===== src/pes_regs.vh =====
// Register map, field layout and event codes of the performance event selector
`ifndef PES_REGS_VH
`define PES_REGS_VH

`define PES_ADDR_W 12
`define PES_IDX_W 10
`define PES_NUM_SEL 6
`define PES_NUM_CNT 18
`define PES_CFG_W 4

// Word indices; byte address is four times the index
`define PES_SEL_IDX_BASE 10'h000
`define PES_RET_A_IDX 3'h0
`define PES_RET_B_IDX 3'h1
`define PES_RET_C_IDX 3'h2
`define PES_RET_D_IDX 3'h3
`define PES_TRC_A_IDX 3'h4
`define PES_TRC_B_IDX 3'h5
`define PES_CTRL_IDX 10'h008
`define PES_STATUS_IDX 10'h00c
`define PES_CFG_IDX_BASE 10'h010

// Event selection register fields
`define PES_EVSEL_HI 31
`define PES_EVSEL_LO 25
`define PES_MASK_HI 24
`define PES_MASK_LO 9
`define PES_SEL_RST 32'h0000_0000
`define PES_SEL_WMASK 32'hffff_fe00

// Counter configuration register fields
`define PES_CSEL_HI 15
`define PES_CSEL_LO 13
`define PES_CEN_BIT 12
`define PES_CFG_RST 4'h0

// Control register fields
`define PES_CTRL_GEN_BIT 0
`define PES_CTRL_SLP_BIT 1
`define PES_CTRL_RST 2'h0

// Event select codes
`define PES_EV_MISPRED 7'h03
`define PES_EV_BRANCH 7'h06
`define PES_EV_TRACE 7'h01

// Counter configuration select codes
`define PES_CS_MISPRED 3'h4
`define PES_CS_BRANCH 3'h5
`define PES_CS_TRACE 3'h1

// Mask bit positions within the event mask field
`define PES_MB_NON_SPEC 0
`define PES_MB_NTP 0
`define PES_MB_NTM 1
`define PES_MB_TP 2
`define PES_MB_TM 3
`define PES_NUM_TMODE 8

// Logical processor operating mode codes
`define PES_MODE_DELIVER 2'h0
`define PES_MODE_BUILD 2'h1
`define PES_MODE_IDLE 2'h2
`define PES_MODE_COUNT 2'h3

`endif


===== src/pes_event_select.v =====
// APB-programmed event selection and counter routing for three performance events
`timescale 1ns/1ns
`include "pes_regs.vh"

// Function
// - Retired branch, third/fourth selector feeds fixed counters
// - Mispredict counted with select 03H, config 04H
// - Mispredict needs mask bit0 and non-speculative retire
// - Mispredict first/second selector feeds fixed counters
// - Trace mode counts every cycle mode holds
// - Trace mode select 01H, any set mask
// - Trace mode feeds counters 4,5 or 6,7
// - Trace mask bits pick processor mode pairs
// - Branch counts any set outcome mask bit
module pes_event_select #(
  parameter NUM_CNT = `PES_NUM_CNT
) (
  input wire pclk,
  input wire presetn,
  input wire psel,
  input wire penable,
  input wire pwrite,
  input wire [`PES_ADDR_W-1:0] paddr,
  input wire [31:0] pwdata,
  output reg [31:0] prdata,
  output wire pready,
  output reg pslverr,
  input wire retire_valid,
  input wire retire_branch,
  input wire retire_taken,
  input wire retire_mispred,
  input wire retire_non_speculative,
  input wire [1:0] lp0_mode,
  input wire [1:0] lp1_mode,
  output reg [NUM_CNT-1:0] cnt_inc
);
  wire [`PES_IDX_W-1:0] widx = paddr[`PES_ADDR_W-1:2];
  wire [`PES_IDX_W-1:0] coff = widx - `PES_CFG_IDX_BASE;
  wire wr_en = psel & penable & pwrite;
  wire rd_setup = psel & ~penable;

  reg [1:0] ctrl_q;
  wire [32*`PES_NUM_SEL-1:0] sel_flat;
  wire [`PES_CFG_W*NUM_CNT-1:0] cfg_flat;
  wire [NUM_CNT-1:0] inc_d;
  wire [`PES_NUM_SEL-1:0] hit_mis;
  wire [`PES_NUM_SEL-1:0] hit_br;
  wire [`PES_NUM_SEL-1:0] hit_tc;
  wire global_en = ctrl_q[`PES_CTRL_GEN_BIT];
  reg [31:0] rdata_d;
  reg err_d;

  // Zero wait states: read data is latched in the setup cycle
  assign pready = 1'b1;

  always @(posedge pclk or negedge presetn) begin
    if (!presetn) begin
      ctrl_q <= `PES_CTRL_RST;
    end else if (wr_en && widx == `PES_CTRL_IDX) begin
      ctrl_q <= pwdata[1:0];
    end
  end

  genvar i;
  generate
    for (i = 0; i < `PES_NUM_SEL; i = i + 1) begin : g_sel
      localparam integer IDX_I = `PES_SEL_IDX_BASE + i;
      localparam [`PES_IDX_W-1:0] MY_IDX = IDX_I[`PES_IDX_W-1:0];
      reg [31:0] sel_q;
      always @(posedge pclk or negedge presetn) begin
        if (!presetn) begin
          sel_q <= `PES_SEL_RST;
        end else if (wr_en && widx == MY_IDX) begin
          sel_q <= pwdata & `PES_SEL_WMASK;
        end
      end
      assign sel_flat[32*i +: 32] = sel_q;
      pes_event_qual u_qual (
        .sel_word(sel_q),
        .single_lp(ctrl_q[`PES_CTRL_SLP_BIT]),
        .retire_valid(retire_valid),
        .retire_branch(retire_branch),
        .retire_taken(retire_taken),
        .retire_mispred(retire_mispred),
        .retire_non_speculative(retire_non_speculative),
        .lp0_mode(lp0_mode),
        .lp1_mode(lp1_mode),
        .hit_mispred(hit_mis[i]),
        .hit_branch(hit_br[i]),
        .hit_trace(hit_tc[i])
      );
    end
  endgenerate

  // Counters without a route keep no configuration and never step
  genvar n;
  generate
    for (n = 0; n < NUM_CNT; n = n + 1) begin : g_cnt
      localparam integer IDX_I = `PES_CFG_IDX_BASE + n;
      localparam [`PES_IDX_W-1:0] MY_IDX = IDX_I[`PES_IDX_W-1:0];
      if ((n >= 12 && n <= 17) || (n >= 4 && n <= 7)) begin : g_live
        reg [`PES_CFG_W-1:0] cfg_q;
        wire [2:0] csel = cfg_q[2:0];
        wire cen = cfg_q[3];
        always @(posedge pclk or negedge presetn) begin
          if (!presetn) begin
            cfg_q <= `PES_CFG_RST;
          end else if (wr_en && widx == MY_IDX) begin
            cfg_q <= {pwdata[`PES_CEN_BIT], pwdata[`PES_CSEL_HI:`PES_CSEL_LO]};
          end
        end
        assign cfg_flat[`PES_CFG_W*n +: `PES_CFG_W] = cfg_q;
        if (n >= 12) begin : g_ret
          // 12, 13, 16 hang on the first selector of a pair; 14, 15, 17 on the second
          localparam integer B = (n == 14 || n == 15 || n == 17) ? 1 : 0;
          assign inc_d[n] = global_en && cen &&
            ((csel == `PES_CS_MISPRED && hit_mis[`PES_RET_A_IDX + B]) ||
             (csel == `PES_CS_BRANCH && hit_br[`PES_RET_C_IDX + B]));
        end else begin : g_trc
          localparam integer B = (n >= 6) ? 1 : 0;
          assign inc_d[n] = global_en && cen && csel == `PES_CS_TRACE &&
                            hit_tc[`PES_TRC_A_IDX + B];
        end
      end else begin : g_none
        assign cfg_flat[`PES_CFG_W*n +: `PES_CFG_W] = `PES_CFG_RST;
        assign inc_d[n] = 1'b0;
      end
    end
  endgenerate

  // One registered step pulse per counter, one cycle after the qualifying event
  always @(posedge pclk or negedge presetn) begin
    if (!presetn) begin
      cnt_inc <= {NUM_CNT{1'b0}};
    end else begin
      cnt_inc <= inc_d;
    end
  end

  always @* begin
    rdata_d = 32'h0000_0000;
    err_d = 1'b0;
    if (widx < `PES_SEL_IDX_BASE + `PES_NUM_SEL) begin
      rdata_d = sel_flat[32*widx[2:0] +: 32];
    end else if (widx == `PES_CTRL_IDX) begin
      rdata_d = {30'h0000_0000, ctrl_q};
    end else if (widx == `PES_STATUS_IDX) begin
      rdata_d = {{(32-NUM_CNT){1'b0}}, cnt_inc};
    end else if (widx >= `PES_CFG_IDX_BASE && coff < NUM_CNT) begin
      // Stored as {enable, select}; put each back at its own field on read
      rdata_d[`PES_CSEL_HI:`PES_CSEL_LO] = cfg_flat[`PES_CFG_W*coff[4:0] +: 3];
      rdata_d[`PES_CEN_BIT] = cfg_flat[`PES_CFG_W*coff[4:0] + 3];
    end else begin
      err_d = 1'b1;
    end
  end

  always @(posedge pclk or negedge presetn) begin
    if (!presetn) begin
      prdata <= 32'h0000_0000;
      pslverr <= 1'b0;
    end else if (rd_setup) begin
      prdata <= pwrite ? 32'h0000_0000 : rdata_d;
      pslverr <= err_d;
    end
  end
endmodule // pes_event_select


===== src/pes_event_qual.v =====
// Event qualification for one event selection register
`timescale 1ns/1ns
`include "pes_regs.vh"

module pes_event_qual (
  input wire [31:0] sel_word,
  input wire single_lp,
  input wire retire_valid,
  input wire retire_branch,
  input wire retire_taken,
  input wire retire_mispred,
  input wire retire_non_speculative,
  input wire [1:0] lp0_mode,
  input wire [1:0] lp1_mode,
  output reg hit_mispred,
  output reg hit_branch,
  output reg hit_trace
);
  wire [6:0] evsel = sel_word[`PES_EVSEL_HI:`PES_EVSEL_LO];
  wire [15:0] mask = sel_word[`PES_MASK_HI:`PES_MASK_LO];
  wire br_ret = retire_valid & retire_branch;
  // A package with one logical processor reports the second one as halted
  wire [1:0] lp1_eff = single_lp ? `PES_MODE_IDLE : lp1_mode;
  reg [3:0] br_class;
  reg [`PES_NUM_TMODE-1:0] tmode;
  integer k;

  always @* begin
    br_class = 4'h0;
    tmode = {`PES_NUM_TMODE{1'b0}};
    br_class[`PES_MB_NTP] = br_ret & ~retire_taken & ~retire_mispred;
    br_class[`PES_MB_NTM] = br_ret & ~retire_taken & retire_mispred;
    br_class[`PES_MB_TP] = br_ret & retire_taken & ~retire_mispred;
    br_class[`PES_MB_TM] = br_ret & retire_taken & retire_mispred;
    // Bit index is lp0 mode times three plus lp1 mode; both idle has no mask bit
    for (k = 0; k < `PES_NUM_TMODE; k = k + 1) begin
      tmode[k] = (lp0_mode != `PES_MODE_COUNT) && (lp1_eff != `PES_MODE_COUNT) &&
                 ({2'h0, lp0_mode} * 4'h3 + {2'h0, lp1_eff} == k[3:0]);
    end
    hit_mispred = (evsel == `PES_EV_MISPRED) && mask[`PES_MB_NON_SPEC] &&
                  br_ret && retire_mispred && retire_non_speculative;
    hit_branch = (evsel == `PES_EV_BRANCH) && |(mask[3:0] & br_class);
    hit_trace = (evsel == `PES_EV_TRACE) &&
                |(mask[`PES_NUM_TMODE-1:0] & tmode);
  end
endmodule // pes_event_qual


===== config.mk =====
export PLATFORM = sky130hd
export DESIGN_NAME = pes_event_select
export DESIGN_NICKNAME = d
export VERILOG_FILES = /design/src/pes_event_select.v /design/src/pes_event_qual.v
export VERILOG_INCLUDE_DIRS = /design/src
export SDC_FILE = /design/constraint.sdc
export NUM_CORES = 1
export LEC_CHECK = 0
export ABC_AREA = 0
export ABC_CLOCK_PERIOD_IN_PS = 5500
export BUFFER_PORTS_ARGS = -buffer_cell sky130_fd_sc_hd__buf_2
export CAP_MARGIN = 15
export CORE_UTILIZATION = 50
export CTS_CLUSTER_DIAMETER = 100
export CTS_CLUSTER_SIZE = 25
export DETAILED_ROUTE_END_ITERATION = 6
export GPL_TIMING_DRIVEN = 1
export PLACE_DENSITY = 0.71
export SLEW_MARGIN = 20
export SYNTH_ARGS = -nofsm -noshare
export SYNTH_HDL_FRONTEND = slang
export SYNTH_SLANG_ARGS = --single-unit

===== constraint.sdc =====
create_clock -name pclk -period 5.5 [get_ports pclk]
set_clock_uncertainty 0.2 [all_clocks]
set_input_delay 1.1 -clock pclk [delete_from_list [all_inputs] [get_ports pclk]]
set_output_delay 1.1 -clock pclk [all_outputs]
set_load 0.02 [all_outputs]

==> run summary, run 1 <==
Most frequent cells after synthesis -> dfrtp_1, mux2_2, mux2i_1
WL met3 -> 1110 um
Yosys top cell by area -> dfrtp_1
Setup crit start kind -> input port
WP data arrival -> 4.03 ns
Post-Syn Instances -> 790
Std cell rows -> 53
Post-route clock period utilization -> 69.3%
RSZ-0062 raised after global routing -> no
Maximum vdd ir drop -> 0.143 mV
Buffers on Ports -> 88
Hpwl dp -> 16,300 um
Area Growth Syn to Fin -> 7.83%
Num CTS Buffers -> 12
Initial antenna violation count -> 1
Initial DRC count -> 405
Endpoints failing setup -> 0
Met2 Wirelength -> 11,300 um
Post-CTS setup buffers -> 0
Clock power share -> 33.6%
Worst hold stages -> 2
Nets -> 921
Core footprint -> 21,000 sq um
Pwr/cell area -> 239 nW/um^2
Gr usage total -> 23.4%
Max-cap violations -> 0
Met1 Wirelength -> 11,800 um
Run status -> finished with violations
Synth cell types -> 52
P_sw -> 0.641 mW
Mapped Avg Cell Area -> 13.5 sq um
Total power -> 2.75 mW
Sw frac -> 23.3%
Die extent in x -> 148 um
Post-synth top area share -> 51.6%
Routability cong. -> 0.887
Pin count of the biggest net entering global routing -> 112
Reg2Reg Depth -> 10
H-tree Lvls -> 1
Total die area -> 21,900 sq um
WP data required -> 5.71 ns
Most common flop cell mapped by yosys -> dfrtp_1
Area contributors post-synth -> dfrtp_1, mux2_2, mux4_2, mux2i_1, a22o_1
DR vias/cell -> 5.94
Vias in the first global route -> 6,958
Setup TNS Final -> 0 ns
DR top layer -> met4
Worst-Margin Slew -> 0.963 ns
Crit. End Element -> flip-flop
Residual DRC -> 1
Vias -> 6,712
CTS tree -> done
Initial core utilization -> 51.0%
Clock Tree Buf Depth -> 3
Relative slew slack -> 35.7%
Minimum clock period -> 3.81 ns
Hold bufs inserted after CTS -> 0
Layout fillers -> 1,791
Layout cells sized above 1 -> 39.6%
EDFF count, synth -> 0
Drt first pass iters -> 7
Pins Over Slew Limit -> 0
Synth Warn # -> 0
Root buf cell -> clkbuf_16
PostCTS Resize Cnt -> 0
Internal -> 2.11 mW
Clock Sink Count -> 220
Hold/Removal Path Class -> flip-flop to flip-flop
Comb power frac -> 7.2%
First-pass GRT wire length -> 39,600 um
Part of the power in registers -> 59.2%
Ys async rst share -> 100%
Seq cells post-synth -> 220
Most common cell in the netlist -> dfrtp_1
Hold violation count in the final report -> 0
Sequential area share after synthesis -> 51.6%
Clk Latency, worst-skew pair -> 0.47 ns
Failing checks -> DRC
Kind of critical path -> input port to flip-flop
Routed wire per std cell -> 21.8 um
CP Max Fanout -> 6
Leakage power -> 5.71 nW
Post-Route WL -> 24,600 um
Worst-path clk slew -> 0.10 ns
Fmax -> 262 MHz
Remaining antenna violation count -> 0
Mapped Area -> 10,700 sq um
Die height -> 148 um
Global route overflow -> 0
# IOs -> 110
-- sequential cells by signal, summed over array words and instances, names as in the netlist --
signal              cells
cnt_inc                10
ctrl_q                  2
g_cnt.g_live.cfg_q     40
g_sel.sel_q           138
prdata                 29
pslverr                 1
-- per-layer routing --
metal	global-route usage (%)	up-vias
li1	-	3019
met1	35.2	3473
met2	36.8	196
met3	2.79	24
met4	4.54	0
met5	0	-
-- worst max-delay path, stage by stage --
cell,delay [ns]
buf_2,0.10
or2_2,0.28
fa_1,0.49
ha_1,0.14
inv_1,0.04
fa_1,0.61
nor2b_1,0.30
a22oi_1,0.14
a21o_1,0.20
a21oi_1,0.34
and4_1,0.26
-- cell type report --
class / instances / area, sq um / share of cell area [%]
clock buffers: 13 / 325 / 2.83
well taps: 275 / 344 / 2.99
clock inverters: 1 / 7.51 / 0.0652
multi-input cells: 517 / 4790 / 41.6
inverters: 7 / 26.3 / 0.228
repair buffers: 96 / 513 / 4.46
diodes: 1 / 2.50 / 0.0217
flip-flops and latches: 220 / 5510 / 47.8
-- final timing paths --
check / endpoint / slack [ns] / start
worst min register to register: prdata[17]$_DFFE_PN0P_ / 0.28 / prdata[17]$_DFFE_PN0P_
max in group asynchronous: g_sel[1].sel_q[10]$_DFFE_PN0P_ / 3.39 / presetn
worst max-delay path: cnt_inc[4]$_DFF_PN0_ / 1.69 / lp1_mode[1]
min in group asynchronous: prdata[5]$_DFFE_PN0P_ / 0.45 / presetn
worst min-delay path: prdata[17]$_DFFE_PN0P_ / 0.28 / prdata[17]$_DFFE_PN0P_
worst max register to register: cnt_inc[4]$_DFF_PN0_ / 1.85 / ctrl_q[1]$_DFFE_PN0P_
-- layout by cell type (no fill, tap or decap), drive strengths merged, types with 3 or more instances in the layout --
master / netlist / final
dfrtp: 220 / 220
mux2: 186 / 186
buf: 42 / 96
mux2i: 47 / 47
nand2: 45 / 45
nor2: 29 / 29
mux4: 25 / 25
a22o: 23 / 23
o21ai: 22 / 22
a21oi: 19 / 19
nand3: 17 / 17
clkbuf: 14 / 13
conb: 2 / 12
nand4: 10 / 10
nor4: 10 / 10
a22oi: 8 / 8
inv: 7 / 7
and4: 7 / 7
ha: 7 / 7
nand4b: 6 / 6
nor2b: 5 / 5
nor3: 5 / 5
a32o: 4 / 4
nor3b: 4 / 4
and3: 3 / 3
-- logic make-up (layout without fill, tap and decap cells) --
family	count (synthesis)	count (layout)	share of synthesized area, %
buffers and inverters	63	117	3.94
flip-flops	220	220	51.6
AO/OA/AOI/OAI	87	87	5.58
other	2	13	0.0703
AND/OR/NAND/NOR	149	149	8.21
multiplexers	258	258	29.3
XOR/XNOR	2	2	0.164
adder cells (fa/ha/maj)	9	9	1.20
-- power groups by stage --
stage / clock network, mW / logic [mW] / registers, mW
after floorplan: 0 / 0.107 / 1.66
after global placement: 0 / 0.197 / 1.66
after detailed placement: 0 / 0.200 / 1.66
after CTS: 0.955 / 0.200 / 1.63
after global routing: 1.01 / 0.217 / 1.63
final: 0.923 / 0.198 / 1.63
-- metrics by stage --
stage          hold slack (ns)  cells  util (%)  cell area (sq um)  setup slack, ns
2_1_floorplan            0.259    800         -              10700             1.83
3_3_place_gp             0.262   1115      53.3              11200             1.32
6_report                 0.281   1130      54.9              11500             1.69
4_1_cts                  0.291   1129      54.9              11500             1.70
3_5_place_dp             0.268   1115      53.3              11200             1.22
5_1_grt                  0.317   1129      54.9              11500             1.57
Power figures use the tool's default switching activity.
==> run 2: changes to the inputs <==
--- a/config.mk
+++ b/config.mk
@@ -6,8 +6,8 @@
 export SDC_FILE = /design/constraint.sdc
 export NUM_CORES = 1
 export LEC_CHECK = 0
-export ABC_AREA = 0
-export ABC_CLOCK_PERIOD_IN_PS = 5500
+export ABC_AREA = 1
+export ABC_CLOCK_PERIOD_IN_PS = 3800
 export BUFFER_PORTS_ARGS = -buffer_cell sky130_fd_sc_hd__buf_2
 export CAP_MARGIN = 15
 export CORE_UTILIZATION = 50
==> constraint.sdc (replaced) <==
create_clock -name pclk -period 3.8 [get_ports pclk]
set_clock_uncertainty 0.2 [all_clocks]
set_input_delay 0.76 -clock pclk [delete_from_list [all_inputs] [get_ports pclk]]
set_output_delay 0.76 -clock pclk [all_outputs]
set_load 0.02 [all_outputs]
==> run 2 against run 1 <==
The flow now finishes without violations. Hold slack worse by 0.25 ns. Sequential share of layout area down 1.2 points. Via count grew 37%.
==> run summary, run 2 <==
CTS tree -> done
Kind of critical path -> flip-flop to flip-flop
PostCTS Resize Cnt -> 0 (unchanged)
Run status -> completed
Fmax -> 318 MHz
EDFF count, synth -> 0 (unchanged)
Post-route clock period utilization -> 82.8%
First-pass GRT wire length -> 46,300 um (+17%)
Pwr/cell area -> 347 nW/um^2 (+45%)
Commonest non-fill, non-tap cells in the layout -> nand2_1, dfrtp_1, inv_1, o21ai_0, nand3_1
Routed wire per std cell -> 17.4 um (-20%)
Fin worst setup slack -> 0.653 ns (-1.03 ns)
Worst-path clk slew -> 0.10 ns (about the same)
Grt met2 use -> 41.9% (+5.1 points)
CP Max Fanout -> 8 (+2)
Dpl ws -> 0.211 ns (-1.01 ns)
Clock Tree Buf Depth -> 3 (unchanged)
Drt first pass iters -> 5 (-2)
Biggest register -> g_sel.sel_q
Initial DRC count -> 828 (+100%)
M1 GR Usage -> 39.3% (+4.1 points)
Layout cells sized above 1 -> 12.2% (-27 points)
WP data required -> 4.01 ns (-1.70 ns)
Most frequent cells after synthesis -> nand2_1, dfrtp_1, inv_1
Mux cell area share after synthesis -> 0.649% (-29 points)
Synth cell types -> 43 (-17%)
GR Util met3 -> 4.04% (+1.2 points)
Ys async rst share -> 100% (unchanged)
H-tree Lvls -> 1 (unchanged)
Area Growth Syn to Fin -> 9.31%
Residual DRC -> 0 (-1)
Minimum clock period -> 3.15 ns
Std cell rows -> 53 (unchanged)
Seq cells post-synth -> 220 (unchanged)
Area contributors post-synth -> dfrtp_1, nand2_1, o21ai_0, nand3_1, inv_1
# IOs -> 110 (unchanged)
Initial antenna violation count -> 0 (-1)
Simple-gate share of the synthesized area -> 26.5% (+18 points)
Multi-input gate area -> 4510 sq um (-5.9%)
Maximum vdd ir drop -> 0.255 mV (+79%)
Mapped Area -> 10,800 sq um (+1.2%)
Regs by FF count -> g_sel.sel_q x138, g_cnt.g_live.cfg_q x40, prdata x29
Largest family of logic cells by synthesized area -> simple AND/OR/NAND/NOR gates
Post-Syn Instances -> 1,331 (+68%)
Post-CTS setup buffers -> 0 (unchanged)
Die height -> 149 um (+0.57%)
Total die area -> 22,200 sq um (+1.2%)
Post-Synth Adder-Cell Area -> 1.18% (-0.014 points)
Pin count of the biggest net entering global routing -> 81 (-28%)
Clock Sink Count -> 220 (unchanged)
Compound-cell area share of the yosys netlist -> 12.9% (+7.3 points)
Commonest non-fill, non-tap cell in the layout -> nand2_1
Yosys top cell by area -> dfrtp_1
Crit. End Element -> flip-flop
Nets -> 1,464 (+59%)
Hold/Removal Path Class -> input port to asynchronous set/reset pin
DR vias/cell -> 5.51 (-7.2%)
Most common flop cell mapped by yosys -> dfrtp_1
Post-synth top area share -> 51.0% (-0.60 points)
Vias in the first global route -> 8,585 (+23%)
Endpoints failing setup -> 0 (unchanged)
Post-Route WL -> 29,000 um (+18%)
Worst-Margin Slew -> 1.04 ns (+0.0725 ns)
Layout fillers -> 1,978 (+10%)
Routability cong. -> 0.897 (+1.1%)
Sequential area share after synthesis -> 51.0% (-0.60 points)
Max FFs per register -> 138 (unchanged)
Gr usage total -> 27.0% (+3.5 points)
Remaining antenna violation count -> 0 (unchanged)
Hold slack -> 0.0300 ns (-0.251 ns)
Root buf cell -> clkbuf_16
Total power -> 4.10 mW (+49%)
Global route overflow -> 0 (unchanged)
Core footprint -> 21,100 sq um (+0.63%)
Xor/xnor share of the synthesized area -> 0.162% (-0.0019 points)
Register Area -> 5510 sq um (unchanged)
WP data arrival -> 3.36 ns (-0.67 ns)
Setup crit start kind -> flip-flop
Vias -> 9,212 (+37%)
Busiest grt layer -> met2
Setup TNS Final -> 0 ns (unchanged)
Hold bufs inserted after CTS -> 0 (unchanged)
Num CTS Buffers -> 12 (unchanged)
Max-cap violations -> 0 (unchanged)
Non-filler cells in the finished layout -> 1,672 (+48%)
Mapped Avg Cell Area -> 8.12 sq um (-40%)
Most common cell in the netlist -> nand2_1
Synth Warn # -> 0 (unchanged)
Clk Latency, worst-skew pair -> 0.48 ns (about the same)
Hold violation count in the final report -> 0 (unchanged)
Buffers on Ports -> 88 (unchanged)
Hpwl dp -> 19,900 um (+22%)
Number of instances in the placed design -> 1,658 (+49%)
Diode count -> 0 (-1)
Relative slew slack -> 30.0% (-5.7 points)
Die extent in x -> 149 um (+0.57%)
Pins Over Slew Limit -> 0 (unchanged)
Leakage power -> 6.01 nW (+5.3%)
RSZ-0062 raised after global routing -> no
Initial core utilization -> 51.2% (+0.27 points)
==> run 2: power by group <==
part,internal [mW],switching (mW),total [mW]
Clock,0.618,0.758,1.38
Combinational,0.0943,0.271,0.365
Sequential,2.35,0.00827,2.36
Total,3.06,1.04,4.10
==> run 2: worst paths after layout <==
check	cells after the start	startpoint	to	slack, ns
min in group pclk	2	prdata[4]$_DFFE_PN0P_	prdata[4]$_DFFE_PN0P_	0.28
worst min-delay path	1	presetn	g_sel[4].sel_q[17]$_DFFE_PN0P_	0.03
worst max register to register	14	ctrl_q[1]$_DFFE_PN0P_	cnt_inc[6]$_DFF_PN0_	0.65
max in group asynchronous	2	presetn	prdata[21]$_DFFE_PN0P_	2.42
worst max-delay path	14	ctrl_q[1]$_DFFE_PN0P_	cnt_inc[6]$_DFF_PN0_	0.65
worst min register to register	2	prdata[4]$_DFFE_PN0P_	prdata[4]$_DFFE_PN0P_	0.28
==> run 2: cell families after synthesis <==
family	after synthesis
flops	220
mux	7
buf+inv	190
fa+ha+maj	9
simple gates	646
xor+xnor	2
other cells	2
compound gates	255
==> run 2: cell type report <==
cell class,instances,area share [%]
Multi-Input combinational cell,931,38.2
Clock inverter,1,0.0636
Clock buffer,13,2.75
Tap cell,275,2.91
Timing Repair Buffer,111,5.59
Inverter,121,3.89
Sequential cell,220,46.6
==> run 2: layer usage <==
metal	vias up	routed length (um)
met5	-	0
li1	4421	-
met1	4420	13300
met2	325	13100
met3	46	1970
met4	0	673
==> run 2: through the flow <==
stage | util [%] | area, sq um
floorplan | - | 10800
global placement | 54.4 | 11500
detailed placement | 54.4 | 11500
CTS | 56.0 | 11800
global route | 56.0 | 11800
finish | 56.0 | 11800
==> run 2: critical path, cell delays in order, from the launching register on <==
cell,delay [ns]
dfrtp_1,0.40
or2_2,0.31
fa_1,0.45
ha_1,0.21
inv_1,0.06
fa_1,0.42
inv_1,0.07
nand2_1,0.04
nor2_1,0.37
nand3_1,0.14
nand2_1,0.10
nor2_1,0.04
nand2_1,0.07
nand2_1,0.06
nor2_1,0.12
==> run 3: changes to the inputs <==
--- a/config.mk
+++ b/config.mk
@@ -6,8 +6,8 @@
 export SDC_FILE = /design/constraint.sdc
 export NUM_CORES = 1
 export LEC_CHECK = 0
-export ABC_AREA = 1
-export ABC_CLOCK_PERIOD_IN_PS = 3800
+export ABC_AREA = 0
+export ABC_CLOCK_PERIOD_IN_PS = 2600
 export BUFFER_PORTS_ARGS = -buffer_cell sky130_fd_sc_hd__buf_2
 export CAP_MARGIN = 15
 export CORE_UTILIZATION = 50
@@ -15,7 +15,7 @@
 export CTS_CLUSTER_SIZE = 25
 export DETAILED_ROUTE_END_ITERATION = 6
 export GPL_TIMING_DRIVEN = 1
-export PLACE_DENSITY = 0.71
+export PLACE_DENSITY = 0.74
 export SLEW_MARGIN = 20
 export SYNTH_ARGS = -nofsm -noshare
 export SYNTH_HDL_FRONTEND = slang
==> constraint.sdc (replaced) <==
create_clock -name pclk -period 2.6 [get_ports pclk]
set_clock_uncertainty 0.2 [all_clocks]
set_input_delay 0.52 -clock pclk [delete_from_list [all_inputs] [get_ports pclk]]
set_output_delay 0.52 -clock pclk [all_outputs]
set_load 0.02 [all_outputs]
==> run 3 against run 2 <==
The run now ends with setup timing left. Flip-flop and latch count unchanged. Sequential share of layout area down 0.50 points. Final area up 1.1%. Register-to-register slack worse by 1.1 ns. Combinational power up 33%. Count of clock-buffer cells in the layout up 1. Setup slack worse by 1.1 ns.
==> run summary, run 3 (same netlist as run 1, synthesis figures left out) <==
Hpwl dp -> 18,200 um (-8.7%)
Sw frac -> 23.4% (-1.9 points)
Fmax -> 333 MHz (+4.9%)
Num CTS Buffers -> 12 (unchanged)
Pwr/cell area -> 495 nW/um^2 (+43%)
WP data required -> 2.82 ns (-1.19 ns)
Max-cap violations -> 0 (unchanged)
Worst hold stages -> 2
Pins Over Slew Limit -> 0 (unchanged)
Clock Tree Buf Depth -> 3 (unchanged)
Buffers on Ports -> 88 (unchanged)
Diode count -> 0 (unchanged)
Minimum clock period -> 3.00 ns (-0.147 ns)
M1 GR Usage -> 35.3% (-3.9 points)
Part of the power in registers -> 58.2% (+0.7 points)
Failing checks -> setup timing
Commonest non-fill, non-tap cells in the layout -> dfrtp_1, mux2_2, buf_2, mux2i_1, nand2_1
Gr usage total -> 24.0% (-3.0 points)
Leakage power -> 5.94 nW (-1.1%)
P_sw -> 1.38 mW (+34%)
CTS tree -> done
Drt first pass iters -> 5 (unchanged)
Clock Sink Count -> 220 (unchanged)
Grt met2 use -> 37.6% (-4.3 points)
Die extent in x -> 148 um (-0.57%)
Root buf cell -> clkbuf_16
Area Growth Syn to Fin -> 11.8%
Clk Latency, worst-skew pair -> 0.47 ns (about the same)
Remaining antenna violation count -> 0 (unchanged)
Std cell rows -> 53 (unchanged)
Endpoints failing setup -> 4 (+4)
Vias -> 6,978 (-24%)
Initial core utilization -> 51.0% (-0.27 points)
Routed wire per std cell -> 22.2 um (+28%)
Post-Place Cell Area -> 11,600 sq um (+0.81%)
Non-filler cells in the finished layout -> 1,165 (-30%)
Busiest grt layer -> met2
Commonest non-fill, non-tap cell in the layout -> dfrtp_1
H-tree Lvls -> 1 (unchanged)
Post-route clock period utilization -> 115% (+33 points)
Worst-path clk slew -> 0.10 ns (about the same)
Setup crit start kind -> flip-flop
Finished Cell Area -> 11,900 sq um (+1.1%)
Clock power share -> 33.6% (about the same)
Setup TNS Final -> -1.58 ns (-1.58 ns)
Comb power frac -> 8.2% (-0.7 points)
Hold/Removal Path Class -> input port to flip-flop
Pin count of the biggest net entering global routing -> 55 (-32%)
Global route overflow -> 0 (unchanged)
Regs by FF count -> g_sel.sel_q x138, g_cnt.g_live.cfg_q x40, prdata x29
Run status -> finished with violations
Total power -> 5.92 mW (+44%)
Relative slew slack -> 32.4% (+2.4 points)
Core footprint -> 21,000 sq um (-0.63%)
Residual DRC -> 0 (unchanged)
Initial DRC count -> 416 (-50%)
WP data arrival -> 3.22 ns (-0.14 ns)
Maximum vdd ir drop -> 0.294 mV (+15%)
RSZ-0062 raised after global routing -> yes
CP Max Fanout -> 4 (-4)
Post-Route WL -> 25,800 um (-11%)
DR vias/cell -> 5.99 (+8.7%)
Crit. End Element -> flip-flop
Routability cong. -> 0.889 (-0.85%)
Hold violation count in the final report -> 0 (unchanged)
Reg2Reg Depth -> 10 (-4)
First-pass GRT wire length -> 40,200 um (-13%)
Layout cells sized above 1 -> 42.9% (+31 points)
Initial antenna violation count -> 1 (+1)
# IOs -> 110 (unchanged)
Worst-Margin Slew -> 1.01 ns (-0.0223 ns)
Die height -> 148 um (-0.57%)
Kind of critical path -> flip-flop to flip-flop
Biggest register -> g_sel.sel_q
Total die area -> 21,900 sq um (-1.1%)
Number of instances in the placed design -> 1,148 (-31%)
Vias in the first global route -> 7,053 (-18%)
Nets -> 956 (-35%)
GR Util met3 -> 3.40% (-0.63 points)
Fin worst setup slack -> -0.401 ns (-1.05 ns)
Internal -> 4.53 mW (+48%)
Max FFs per register -> 138 (unchanged)
-- run 3: power by group through the flow --
stage | clock (mW) | sequential, mW | combinational, mW
global placement | 0 | 3.51 | 0.470
CTS | 2.06 | 3.44 | 0.486
finish | 1.99 | 3.44 | 0.484
detailed placement | 0 | 3.51 | 0.481
global route | 2.16 | 3.45 | 0.526
floorplan | 0 | 3.51 | 0.241
-- run 3: layer usage --
| metal | wire [um] | share of wire, % | up-vias |
|---|---|---|---|
| met5 | 13 | 0.050 | - |
| met4 | 473 | 1.8 | 2 |
| met3 | 1450 | 5.6 | 29 |
| met2 | 12100 | 47 | 217 |
| met1 | 11800 | 46 | 3632 |
| li1 | - | - | 3098 |
-- run 3: final timing paths --
check | from | endpoint | slack (ns)
max | ctrl_q[1]$_DFFE_PN0P_ | cnt_inc[4]$_DFF_PN0_ | -0.40
min | pwdata[1] | ctrl_q[1]$_DFFE_PN0P_ | 0.08
max reg2reg | ctrl_q[1]$_DFFE_PN0P_ | cnt_inc[4]$_DFF_PN0_ | -0.40
min reg2reg | g_sel[0].sel_q[15]$_DFFE_PN0P_ | g_sel[0].sel_q[15]$_DFFE_PN0P_ | 0.30
max in group asynchronous | presetn | g_sel[0].sel_q[20]$_DFFE_PN0P_ | 1.15
min in group asynchronous | presetn | g_sel[5].sel_q[24]$_DFFE_PN0P_ | 0.37
-- run 3: cell type report --
type                            count  area (sq um)
Multi-Input combinational cell    517          4830
Fill cell                        1732          9020
Tap cell                          275           344
Timing Repair Buffer              131           891
Clock buffer                       14           339
Sequential cell                   220          5510
Clock inverter                      1          5.00
Inverter                            7          26.3
-- run 3: through the flow --
| stage | hold WS (ns) | utilization (%) | setup slack [ns] |
|---|---|---|---|
| after floorplan | 0.0244 | - | -0.434 |
| after CTS | 0.0744 | 56.9 | -0.424 |
| final | 0.0799 | 57.0 | -0.401 |
| after global routing | 0.0732 | 57.0 | -0.501 |
| after detailed placement | 0.272 | 55.2 | -0.742 |
| after global placement | 0.260 | 55.2 | -0.626 |
-- run 3: worst max-delay path, stage by stage (launching register included) --
cell     delay [ns]
dfrtp_1        0.39
or2_4          0.23
fa_1           0.50
ha_2           0.18
inv_2          0.04
fa_2           0.56
nor2b_4        0.22
a22oi_1        0.12
a21o_1         0.19
a21oi_2        0.15
and4_1         0.18
-- run 3: what timing repair did --
action / CTS / global route
pin swaps: 8 / 0
setup buffers: 0 / 1
endpoints found under the setup margin: 4 / 4
endpoints found under the hold margin: 49 / 0
hold buffers: 1 / 0
cloned: 0 / 0
resized for setup: 2 / 0
